## src/core/aout_consts.svh

```systemverilog
// constants of the current-output parameter and diagnostic record bank
// Function
// - parameter record: reserved, wire-break enable, ch0 function, ch1 function; defaults 00,00,31,31
// - function byte FFh switches that output channel off
// - 31h: 0-20 mA, 27648 full scale, clamp to 32511, negatives give 0 mA
// - 41h: 0-20 mA, 16384 full scale, clamp to 20480, negatives give 0 mA
// - 30h: 4-20 mA, 27648 full scale, range -6912 to 32511
// - 40h: 4-20 mA, 16384 full scale, range -4096 to 20480
// - no diagnostic interrupt; errors light channel indicator and enter diagnostic record
// - report parameter errors always, wire-break only when enabled
// - diagnostic record via set 01h/2F01h/5005h; first 4 bytes via set 00h/2F00h
// - diagnostic byte order with fixed 15h, 73h, 08h, 02h and microsecond stamp
// - first summary byte flags failure, internal, external, channel, supply, parameter error
// - module class byte: class 0101b, bit 4 channel info present
// - second summary byte: bit 3 buffer overflow, bit 4 communication error
// - group-error byte: bit 0 group 0, bit 1 group 1
// - channel error byte: bit 0 parameter error, bit 4 wire-break
// - parameters via sets 00h/80h/81h, indices 3100h up, subindices 01h-04h
// - microsecond ticker starts at zero, wraps at 32 bits, captured on diagnostic
`ifndef AOUT_CONSTS_SVH
`define AOUT_CONSTS_SVH
`define RESERVED_DEFAULT 8'h00
`define WBE_DEFAULT      8'h00
`define FN_DEFAULT       8'h31
`define FN_0_20_FS27K       8'h31
`define FN_0_20_FS16K       8'h41
`define FN_4_20_FS27K       8'h30
`define FN_4_20_FS16K       8'h40
`define FN_OFF              8'hFF
`define CODE_MAX_FS27K      16'sh7EFF
`define CODE_MAX_FS16K      16'sh5000
`define CODE_MIN_4_20_FS27K 16'shE500
`define CODE_MIN_4_20_FS16K 16'shF000
`define SCALE_FS27K         32'sh00006C00
`define SHIFT_FS16K         5'h0E
`define ROUND_FS16K         32'sh00003FFF
`define SPAN_0_20_UA     32'sh00004E20
`define SPAN_4_20_UA     32'sh00003E80
`define LIVE_ZERO_UA     32'sh00000FA0
`define SET_PARAM_DIAG   8'h00
`define SET_DIAG         8'h01
`define SET_CH0_FN       8'h80
`define SET_CH1_FN       8'h81
`define IX_PARAM_BASE    16'h3100
`define IX_DIAG_ALL      16'h2F01
`define IX_DIAG_HEAD     16'h2F00
`define IX_ECAT_DIAG     16'h5005
`define SX_PARAM_FIRST   8'h01
`define SX_PARAM_LAST    8'h04
`define SX_DIAG_FIRST    8'h02
`define SX_DIAG_LAST     8'h11
`define SX_DIAG_STAMP    8'h13
`define DIAG_BYTES       5'h14
`define DIAG_HEAD_BYTES  5'h04
`define DIAG_STAMP_POS   5'h10
`define MODULE_CLASS     8'h15
`define CHANNEL_KIND     8'h73
`define BITS_PER_CH      8'h08
`define CHANNEL_COUNT    8'h02
`define US_NS            1000
`define CLK_NS           40
`define TICK_CYCLES      (`US_NS / `CLK_NS)
`endif

```

## src/core/aout_pkg.sv

```systemverilog
// types shared by the parameter and diagnostic record bank
package aout_pkg;
  typedef enum logic [1:0] {
    ACC_RECORD,
    ACC_CANOPEN,
    ACC_ETHERCAT
  } access_mode_t;
  typedef logic [7:0] byte_t;
endpackage : aout_pkg

```

## src/core/current_output_param_diag_bank.sv

```systemverilog
// parameter record, output range control and diagnostic record of a two-channel current output
`timescale 1ns/1ps
`include "aout_consts.svh"
module current_output_param_diag_bank
  import aout_pkg::*;
(
  input  wire logic                core_clk,
  input  wire logic                rst,
  input  wire logic                rec_req,
  input  wire logic                rec_write,
  input  wire access_mode_t        rec_mode,
  input  wire logic [15:0]         object_index,
  input  wire logic [7:0]          object_subindex,
  input  wire logic [4:0]          rec_offset,
  input  wire logic [7:0]          rec_wdata,
  output logic [7:0]               rec_rdata,
  output logic                     rec_ack,
  output logic                     rec_err,
  input  wire logic [1:0][15:0]    out_code,
  input  wire logic [1:0]          wire_break_pin,
  input  wire logic                module_failure,
  input  wire logic                internal_error,
  input  wire logic                aux_supply_missing,
  input  wire logic                diag_overflow,
  input  wire logic                comm_error,
  output logic [1:0][14:0]         current_ua,
  output logic [1:0]               channel_on,
  output logic [1:0]               channel_error_led,
  output logic                     group_error_led
);

  // record_set_number is carried on object_index[7:0] in record mode
  wire logic [7:0]  record_set_number;
  assign record_set_number = object_index[7:0];

  // parameter record, ticker, stamp, wire-break sync and record port storage
  byte_t            wbe_reg;
  byte_t            fn_reg [2];
  logic [31:0]      ticker_reg;
  logic [4:0]       tick_div_reg;
  logic [31:0]      stamp_reg;
  logic [31:0]      diag_prev_reg;
  logic [1:0]       wb_meta_reg;
  logic [1:0]       wb_sync_reg;
  byte_t            rdata_reg;
  logic             ack_reg;
  logic             err_reg;

  // per-channel results
  wire logic [1:0]  fn_bad;
  wire logic [1:0]  fn_off;
  wire logic [1:0]  wb_err;
  byte_t            ch_err_byte [2];

  genvar c;
  generate
    for (c = 0; c < 2; c++) begin : g_ch
      wire byte_t               fn;
      wire logic                is_31;
      wire logic                is_41;
      wire logic                is_30;
      wire logic                is_40;
      wire logic                fs16k;
      wire logic                live_zero;
      wire logic signed [15:0]  code;
      wire logic signed [15:0]  hi;
      wire logic signed [15:0]  lo;
      wire logic signed [15:0]  lim;
      wire logic signed [31:0]  prod;
      wire logic signed [31:0]  quot;
      wire logic signed [31:0]  ua;
      logic [14:0]              cur_reg;
      logic                     on_reg;
      assign fn = fn_reg[c];
      assign is_31 = (fn == `FN_0_20_FS27K);
      assign is_41 = (fn == `FN_0_20_FS16K);
      assign is_30 = (fn == `FN_4_20_FS27K);
      assign is_40 = (fn == `FN_4_20_FS16K);
      assign fn_off[c] = (fn == `FN_OFF);
      assign fn_bad[c] = ~(is_31 | is_41 | is_30 | is_40 | fn_off[c]);
      assign fs16k = is_41 | is_40;
      assign live_zero = is_30 | is_40;
      assign code = out_code[c];
      assign hi = fs16k ? `CODE_MAX_FS16K : `CODE_MAX_FS27K;
      // underrange limits, 0 for the 0-20 mA ranges
      assign lo = is_30 ? `CODE_MIN_4_20_FS27K :
                  is_40 ? `CODE_MIN_4_20_FS16K : 16'sh0000;
      assign lim = (code > hi) ? hi : ((code < lo) ? lo : code);
      assign prod = 32'(lim) * (live_zero ? `SPAN_4_20_UA : `SPAN_0_20_UA);
      // the 16384 formats divide by a shift, the 27648 ones need a real divider
      // negative products are biased so the shift truncates toward zero like the divider
      assign quot = fs16k ? ((prod + (prod[31] ? `ROUND_FS16K : 32'sh00000000)) >>> `SHIFT_FS16K) :
                            (prod / `SCALE_FS27K);
      assign ua = quot + (live_zero ? `LIVE_ZERO_UA : 32'sh00000000);
      assign wb_err[c] = wb_sync_reg[c] & wbe_reg[c] & ~fn_off[c] & ~fn_bad[c];
      assign ch_err_byte[c] = {3'h0, wb_err[c], 3'h0, fn_bad[c]};
      always_ff @(posedge core_clk) begin
        if (rst) begin
          cur_reg <= 15'h0000;
          on_reg  <= 1'b0;
        end else begin
          // deactivated or illegal channel drives nothing
          cur_reg <= (fn_off[c] | fn_bad[c]) ? 15'h0000 : ua[14:0];
          on_reg  <= ~(fn_off[c] | fn_bad[c]);
        end
      end
      assign current_ua[c] = cur_reg;
      assign channel_on[c] = on_reg;
    end
  endgenerate

  // diagnostic summary bytes
  wire logic        any_ch_err;
  wire logic        param_err;
  wire logic        ext_err;
  wire byte_t       summary_a;
  wire byte_t       summary_d;
  wire byte_t       group_err;
  wire logic [31:0] diag_vec;
  wire logic        diag_event;

  assign param_err  = |fn_bad;
  assign ext_err    = |wb_err;
  assign group_err  = {6'h00, |ch_err_byte[1], |ch_err_byte[0]};
  assign any_ch_err = |group_err;
  assign summary_a = {param_err, 2'h0, aux_supply_missing, any_ch_err,
                      ext_err, internal_error, module_failure};
  assign summary_d = {3'h0, comm_error, diag_overflow, 3'h0};
  assign diag_vec  = {summary_a, summary_d, ch_err_byte[0], ch_err_byte[1]};
  // capture on a newly raised diagnostic
  assign diag_event = |(diag_vec & ~diag_prev_reg);

  assign channel_error_led = group_err[1:0];
  assign group_error_led   = |summary_a;

  byte_t diag_byte [20];
  assign diag_byte[0]  = summary_a;
  assign diag_byte[1]  = `MODULE_CLASS;
  assign diag_byte[2]  = 8'h00;
  assign diag_byte[3]  = summary_d;
  assign diag_byte[4]  = `CHANNEL_KIND;
  assign diag_byte[5]  = `BITS_PER_CH;
  assign diag_byte[6]  = `CHANNEL_COUNT;
  assign diag_byte[7]  = group_err;
  assign diag_byte[8]  = ch_err_byte[0];
  assign diag_byte[9]  = ch_err_byte[1];
  assign diag_byte[10] = 8'h00;
  assign diag_byte[11] = 8'h00;
  assign diag_byte[12] = 8'h00;
  assign diag_byte[13] = 8'h00;
  assign diag_byte[14] = 8'h00;
  assign diag_byte[15] = 8'h00;
  assign diag_byte[16] = stamp_reg[7:0];
  assign diag_byte[17] = stamp_reg[15:8];
  assign diag_byte[18] = stamp_reg[23:16];
  assign diag_byte[19] = stamp_reg[31:24];

  // address decode, record set numbering
  wire logic        rs_param;
  wire logic        rs_fn;
  wire logic        rs_diag;
  wire logic [1:0]  rs_pidx;
  wire logic [4:0]  rs_dlim;
  // set 00h bytes 0..1, sets 80h/81h function bytes
  assign rs_param = (record_set_number == `SET_PARAM_DIAG) & rec_write & (rec_offset < 5'h02);
  assign rs_fn    = ((record_set_number == `SET_CH0_FN) |
                     (record_set_number == `SET_CH1_FN)) & (rec_offset == 5'h00);
  assign rs_pidx  = rs_fn ? {1'b1, record_set_number[0]} : rec_offset[1:0];
  // set 01h full record, set 00h read gives its head
  assign rs_dlim  = (record_set_number == `SET_DIAG) ? `DIAG_BYTES : `DIAG_HEAD_BYTES;
  assign rs_diag  = ~rec_write & (rec_offset < rs_dlim) &
                    ((record_set_number == `SET_DIAG) | (record_set_number == `SET_PARAM_DIAG));

  // address decode, CANopen indices
  wire logic [15:0] co_rel;
  wire logic        co_param;
  wire logic        co_diag;
  wire logic [4:0]  co_dlim;
  assign co_rel   = object_index - `IX_PARAM_BASE;
  assign co_param = (co_rel < 16'h0004);
  assign co_dlim  = (object_index == `IX_DIAG_ALL) ? `DIAG_BYTES : `DIAG_HEAD_BYTES;
  assign co_diag  = ((object_index == `IX_DIAG_ALL) | (object_index == `IX_DIAG_HEAD)) &
                    (rec_offset < co_dlim);

  // address decode, EtherCAT subindices
  wire logic        ec_param;
  wire logic        ec_dbyte;
  wire logic        ec_stamp;
  wire logic [7:0]  ec_prel;
  wire logic [7:0]  ec_drel;
  assign ec_prel  = object_subindex - `SX_PARAM_FIRST;
  assign ec_drel  = object_subindex - `SX_DIAG_FIRST;
  assign ec_param = (object_index == `IX_PARAM_BASE) &
                    (object_subindex >= `SX_PARAM_FIRST) & (object_subindex <= `SX_PARAM_LAST);
  assign ec_dbyte = (object_index == `IX_ECAT_DIAG) &
                    (object_subindex >= `SX_DIAG_FIRST) & (object_subindex <= `SX_DIAG_LAST);
  assign ec_stamp = (object_index == `IX_ECAT_DIAG) & (object_subindex == `SX_DIAG_STAMP) &
                    (rec_offset < 5'h04);

  // decode merge across the access modes
  logic             p_hit;
  logic [1:0]       p_idx;
  logic             d_hit;
  logic [4:0]       d_idx;
  always_comb begin
    p_hit = 1'b0;
    p_idx = 2'h0;
    d_hit = 1'b0;
    d_idx = 5'h00;
    unique case (rec_mode)
      ACC_RECORD: begin
        p_hit = rs_param | rs_fn;
        p_idx = rs_pidx;
        d_hit = rs_diag;
        d_idx = rec_offset;
      end
      ACC_CANOPEN: begin
        p_hit = co_param;
        p_idx = co_rel[1:0];
        d_hit = co_diag;
        d_idx = rec_offset;
      end
      ACC_ETHERCAT: begin
        p_hit = ec_param;
        p_idx = ec_prel[1:0];
        d_hit = ec_dbyte | ec_stamp;
        d_idx = ec_stamp ? 5'(`DIAG_STAMP_POS + rec_offset) : ec_drel[4:0];
      end
      default: begin
        p_hit = 1'b0;
        p_idx = 2'h0;
        d_hit = 1'b0;
        d_idx = 5'h00;
      end
    endcase
  end

  // diagnostic bytes are read only
  wire logic        acc_ok;
  wire logic        wr_wbe;
  wire logic        wr_fn0;
  wire logic        wr_fn1;
  wire byte_t       p_rd;
  wire byte_t       rd_next;
  assign acc_ok = p_hit | (d_hit & ~rec_write);
  assign wr_wbe = rec_req & rec_write & p_hit & (p_idx == 2'h1);
  assign wr_fn0 = rec_req & rec_write & p_hit & (p_idx == 2'h2);
  assign wr_fn1 = rec_req & rec_write & p_hit & (p_idx == 2'h3);
  // reserved parameter byte reads zero, writes dropped
  assign p_rd = (p_idx == 2'h0) ? `RESERVED_DEFAULT :
                (p_idx == 2'h1) ? wbe_reg :
                (p_idx == 2'h2) ? fn_reg[0] : fn_reg[1];
  assign rd_next = rec_write ? 8'h00 :
                   p_hit ? p_rd :
                   d_hit ? diag_byte[d_idx] : 8'h00;

  // parameter record
  always_ff @(posedge core_clk) begin
    if (rst) begin
      wbe_reg   <= `WBE_DEFAULT;
      fn_reg[0] <= `FN_DEFAULT;
      fn_reg[1] <= `FN_DEFAULT;
    end else begin
      if (wr_wbe)
        wbe_reg <= rec_wdata;
      if (wr_fn0)
        fn_reg[0] <= rec_wdata;
      if (wr_fn1)
        fn_reg[1] <= rec_wdata;
    end
  end

  // record port answer, one cycle after the request
  always_ff @(posedge core_clk) begin
    if (rst) begin
      rdata_reg <= 8'h00;
      ack_reg   <= 1'b0;
      err_reg   <= 1'b0;
    end else begin
      rdata_reg <= rec_req ? rd_next : rdata_reg;
      ack_reg   <= rec_req;
      err_reg   <= rec_req & ~acc_ok;
    end
  end
  assign rec_rdata = rdata_reg;
  assign rec_ack   = ack_reg;
  assign rec_err   = err_reg;

  // wire-break sense arrives from the analog side, asynchronous
  always_ff @(posedge core_clk) begin
    if (rst) begin
      wb_meta_reg <= 2'h0;
      wb_sync_reg <= 2'h0;
    end else begin
      wb_meta_reg <= wire_break_pin;
      wb_sync_reg <= wb_meta_reg;
    end
  end

  // microsecond ticker and diagnostic stamp
  wire logic        tick;
  assign tick = (tick_div_reg == 5'(`TICK_CYCLES - 1));
  always_ff @(posedge core_clk) begin
    if (rst) begin
      tick_div_reg  <= 5'h00;
      ticker_reg    <= 32'h00000000;
      stamp_reg     <= 32'h00000000;
      diag_prev_reg <= 32'h00000000;
    end else begin
      tick_div_reg  <= tick ? 5'h00 : tick_div_reg + 5'h01;
      ticker_reg    <= tick ? ticker_reg + 32'h00000001 : ticker_reg;
      stamp_reg     <= diag_event ? ticker_reg : stamp_reg;
      diag_prev_reg <= diag_vec;
    end
  end

endmodule : current_output_param_diag_bank

```

## config.mk

```make
export PLATFORM = sky130hd
export DESIGN_NAME = current_output_param_diag_bank
export DESIGN_NICKNAME = d
export VERILOG_FILES = /design/src/core/aout_pkg.sv /design/src/core/current_output_param_diag_bank.sv
export VERILOG_INCLUDE_DIRS = /design/src /design/src/core
export SDC_FILE = /design/constraint.sdc
export NUM_CORES = 1
export LEC_CHECK = 0
export ABC_AREA = 1
export ABC_CLOCK_PERIOD_IN_PS = 30400
export BUFFER_PORTS_ARGS = -buffer_cell sky130_fd_sc_hd__buf_2
export CORE_MARGIN = 1.5
export CORE_UTILIZATION = 38
export CTS_BUF_LIST = sky130_fd_sc_hd__clkbuf_8
export DETAILED_ROUTE_END_ITERATION = 16
export HOLD_SLACK_MARGIN = 0.05
export PLACE_DENSITY = 0.52
export SETUP_SLACK_MARGIN = 0.1
export SLEW_MARGIN = 30
export SYNTH_ARGS = -nofsm -noshare
export SYNTH_HDL_FRONTEND = slang
export SYNTH_SLANG_ARGS = --single-unit
```

## constraint.sdc

```tcl
create_clock -name core_clk -period 30.4 [get_ports core_clk]
set_clock_uncertainty 0.1 [all_clocks]
set_input_delay 1.52 -clock core_clk [delete_from_list [all_inputs] [get_ports core_clk]]
set_output_delay 1.52 -clock core_clk [all_outputs]
set_load 0.005 [all_outputs]
```

==> impl_metrics.toml, run 1 <==
[cts]
ctsHoldBuffers = 0
clk_latency_ns = 0.55
clockRootBuffer = "clkbuf_8"
cts_resized = 0
htree_levels = 4
postCtsSetupRepairBufs = 0
cts_tree = "built"
clockBufferDepth = 2
cts.sinks = 151
cts.clk_slew.worst_paths_ns = 0.11
cts_buffers = 17

[critical_path]
start_kind = "flip-flop"
worstSetupPathType = "flip-flop to flip-flop"
max_stage_delay_ns = 0.70
cp.required_ns = 30.74
crit_top_cell = "nand2_4"
endpoint_kind = "flip-flop"
cp_max_fo = 39
slowest_stage = "nor2_4"
r2r_slack_ns = 10.35
arrival_ns = 20.39

[floorplan]
die_x_um = 268.9
die_h_um = 268.9
io_pins = 127
start_util_pct = 38.37
fp.coreArea_sq_um = 70030
die-area_sq_um = 72310
rows = 97

[placement]
dp.cells = 4869
hpwl_um = 59300
portBuffers = 126
gp_congestion = 0.8888

[yosys]
synth_compound_area_share_pct = 11.54
synthFlopType = "dfxtp_1"
ys_seq_area_share_pct = 11.85
syn_area_per_cell_sq_um = 6.970
yosys_warnings = 0
synth_mux_area_share_pct = 0.03725
synth.distinct_cells = 83
ys_seq_elements = 151
netlist_area_sq_um = 26870
synth_edf_count = 16
synthAdderAreaFrac_pct = 25.25
synthTopCellsByArea = "ha_1 13%, fa_1 12%, dfxtp_1 10%"
async_flop_share_pct = 0
synth_top_family_by_area = "simple AND/OR/NAND/NOR gates"
synth.top_cell.area_share_pct = 13.18
synth_area_leader_cell = "ha_1"
synth_xor_xnor_area_share_pct = 3.735
yosys.area_share.simple_pct = 36.59
syn_inst = 3855

[routing]
drtIter0Drc = 1335
via_per_inst = 4.866
dr.pass1.iters = 5
ant_nets = 0
wl_per_cell_um = 14.33
drt_wl_total_um = 70240
vias = 23858
drc_errors = 0

[timing]
whs_ns = 0.3116
slew_violations = 0
hold_viol = 0
fmaxAchievable_mhz = 49.89
min_period_ns = 20.05
max_slew.worst_pin.slew_ns = 0.9285
slew_headroom_pct = 38.04
fin_tns_setup_ns = 0
fin_crit_sh_pct = 65.94
rsz0062_at_grt = "no"
finalSetupViolCount = 0

[job]
maxCapViolations = 0

[global_route]
antenna_found_initial = 3
grtUsageTotal_pct = 20.09
grt_pass1_wl_um = 117600
first_global_vias = 23230
grt_use_met3_pct = 2.174
grt_max_degree = 67
gr-usage-met1_pct = 28.09
overflow = 0
met2_usage_pct = 33.38
grt_busiest_layer = "met2"

[cells_and_area]
seqCellArea_sq_um = 3183
fill_cells = 7574
utilization_pct = 41.19
instances_no_fill = 4903
drive_above_1_share_pct = 18.15
area_delta_synth_final_pct = 7.357
multiInputGateArea_sq_um = 20760
layout.nets = 4475
mostFrequentLayoutCells = "677 x nand2_1, 602 x inv_1, 339 x nor2_1, 283 x ha_1, 256 x nand3_1"
final_common_cell = "nand2_1"

[worst_hold_path]
min_path_type = "flip-flop to flip-flop"

[outcome]
status = "finished clean"
cell families (layout without fill, tap and decap cells):
logic type / Yosys count / after routing
and+or+nand+nor: 1876 / 1876
buffers and inverters: 742 / 842
AOI/OAI and AO/OA: 535 / 535
adders and majority gates: 445 / 445
DFF: 151 / 151
xor gates and xnor gates: 103 / 103
other: 2 / 10
muxes: 1 / 1
cells in the mapped netlist (20+ instances only):
cell,n
nand3_2,48
nand2_2,201
inv_2,54
ha_1,283
nor2_1,341
inv_1,602
nand3_1,256
xor2_1,78
o21ai_1,31
nand4_1,63
dfxtp_1,135
nor2_2,36
o21ai_0,182
fa_1,162
nor3_1,47
nor2_4,20
nand2_4,99
clkbuf_1,50
nand2_1,677
a21oi_1,178
final timing paths:
check | endpoint | cells after the start | from
min | wb_sync_reg[1] | 2 | wb_meta_reg[1]
min reg2reg | wb_sync_reg[1] | 2 | wb_meta_reg[1]
max reg2reg | g_ch[1].cur_reg[13] | 135 | fn_reg[0][12]
max | g_ch[1].cur_reg[13] | 135 | fn_reg[0][12]
metrics by stage:
stage                     instance area (sq um)  setup WS [ns]
after global placement                    28410          10.34
after floorplan                           26890          13.48
after CTS                                 28840          10.24
after detailed placement                  28410          10.29
after global routing                      28850          8.299
final                                     28850          10.35
layer usage:
metal,up-vias,part of all wire (%)
li1,12622,-
met1,10853,51
met2,336,45
met3,47,3.0
met4,0,1.3
met5,-,0
final cells by class:
cell class                 count  area share (%)
multi-input combinational   2968           71.98
sequential                   151           11.03
inverter                     673           8.922
tap                          940           4.077
timing repair buffer         137           2.472
clock buffer                  17          0.8111
clock inverter                15          0.6853
antenna                        2         0.01735
critical path: cells and delay by family (launching register included):
family	cells	cell delay (ns)
AOI/OAI and AO/OA	16	2.80
adders and majority gates	10	3.78
buffers and inverters	4	0.37
DFF	1	0.47
and+or+nand+nor	105	12.38
Power of run 1 is not shown: default switching activity piles up to over one toggle a cycle in this logic, so the estimate is an artifact.
==> run 2, diff against run 1 <==
ABC_CLOCK_PERIOD_IN_PS = 19200   (was 30400)
clock period = 19.2 ns   (was 30.4 ns; I/O delays follow)
==> impl_metrics.toml, run 2 (same netlist as run 1, synthesis figures left out) <==
[critical_path]
r2r_slack_ns = 1.33
crit_top_cell = "nand2_4"
endpoint_kind = "flip-flop"
slowest_stage = "fa_1"
arrival_ns = 18.26
cp_max_fo = 9
critPathBufInv = 16
start_kind = "flip-flop"
cp.required_ns = 19.58
max_stage_delay_ns = 0.48
worstSetupPathType = "flip-flop to flip-flop"
crit_family = "simple AND/OR/NAND/NOR gates"

[routing]
wl_per_cell_um = 14.82
drt_wl_total_um = 74510
vias = 24692
via_per_inst = 4.913
ant_nets = 0
drtIter0Drc = 1297
dr.pass1.iters = 7
drc_errors = 0

[job]
maxCapViolations = 0

[floorplan]
die_x_um = 268.9
start_util_pct = 38.37
fp.coreArea_sq_um = 70030
die_h_um = 268.9
io_pins = 127
rows = 97
die-area_sq_um = 72310

[global_route]
overflow = 0
first_global_vias = 23405
grtUsageTotal_pct = 20.43
met2_usage_pct = 33.29
grt_pass1_wl_um = 119500
grt_use_met3_pct = 2.795
antenna_found_initial = 1
grt_max_degree = 67
gr-usage-met1_pct = 28.85
grt_busiest_layer = "met2"

[cts]
clockRootBuffer = "clkbuf_8"
clockBufferDepth = 2
htree_levels = 4
cts.clk_slew.worst_paths_ns = 0.11
clk_latency_ns = 0.55
ctsHoldBuffers = 0
cts_buffers = 17
cts_tree = "built"
cts.sinks = 151

[cells_and_area]
fill_cells = 7381
utilization_pct = 45.40
mostFrequentLayoutCells = "642 x nand2_1, 574 x inv_1, 299 x nor2_1, 241 x ha_1, 230 x nand3_1"
drive_above_1_share_pct = 26.59
area_delta_synth_final_pct = 18.33
layout.nets = 4599
final_common_cell = "nand2_1"

[placement]
gp_congestion = 0.8916
hpwl_um = 60580
preCtsSetupSlack_ns = 0.3865
portBuffers = 126

[timing]
finalSetupViolCount = 0
hold_viol = 0
fin_crit_sh_pct = 93.09
fin_tns_setup_ns = 0
max_slew.worst_pin.slew_ns = 0.9525
min_period_ns = 17.87
slew_headroom_pct = 36.27
fmaxAchievable_mhz = 55.95
fin_ws_ns = 1.327
whs_ns = 0.3091
slew_violations = 0

[outcome]
status = "finished clean"

[worst_hold_path]
min_path_type = "flip-flop to flip-flop"
run 2: changes by cell type in the layout (fill, tap and decap cells not counted), moves of 22 or more:
cell	change
inv_2	+25
inv_1	-28
buf_4	+109
nor2_2	+22
nand2_1	-35
nand3_1	-26
ha_1	-42
ha_4	+39
nor2_1	-40
a21oi_1	-31
run 2: layer usage:
metal / up-vias / wire length [um]
li1: 12846 / -
met1: 11408 / 36670
met2: 385 / 33940
met3: 53 / 2892
met4: 0 / 1013
met5: - / 0
run 2: tightest hold or removal path, stage by stage (launching register included):
cell	delay (ns)
dfxtp_1	0.31
inv_1	0.04
nor2_1	0.03
run 2: repair_timing:
item,CTS,global route
setup buffers,0,84
resized for setup,0,400
setup endpoints to repair,0,19
run 2: layout make-up:
type	count	area, sq um	area share, %
clock buffer	17	234.0	0.7359
timing repair buffer	260	1774	5.580
antenna	1	2.502	0.007871
clock inverter	15	190.2	0.5982
sequential	151	3183	10.01
multi-input combinational	2969	22660	71.26
tap	940	1176	3.699
inverter	673	2579	8.111
run 2: final timing paths:
kind	startpoint	endpoint	cells past startpoint
max	fn_reg[0][14]	g_ch[1].cur_reg[14]	138
min	wb_meta_reg[1]	wb_sync_reg[1]	2
min reg2reg	wb_meta_reg[1]	wb_sync_reg[1]	2
max reg2reg	fn_reg[0][14]	g_ch[1].cur_reg[14]	138
run 2: metrics by stage:
| step | instances | cell area, sq um |
|---|---|---|
| finish | 5026 | 31790 |
| detailed placement | 4905 | 28680 |
| global route | 5026 | 31790 |
| CTS | 4937 | 29100 |
| global placement | 4905 | 28680 |
| floorplan | 3861 | 26890 |
Power of run 2 is left out for the same reason.
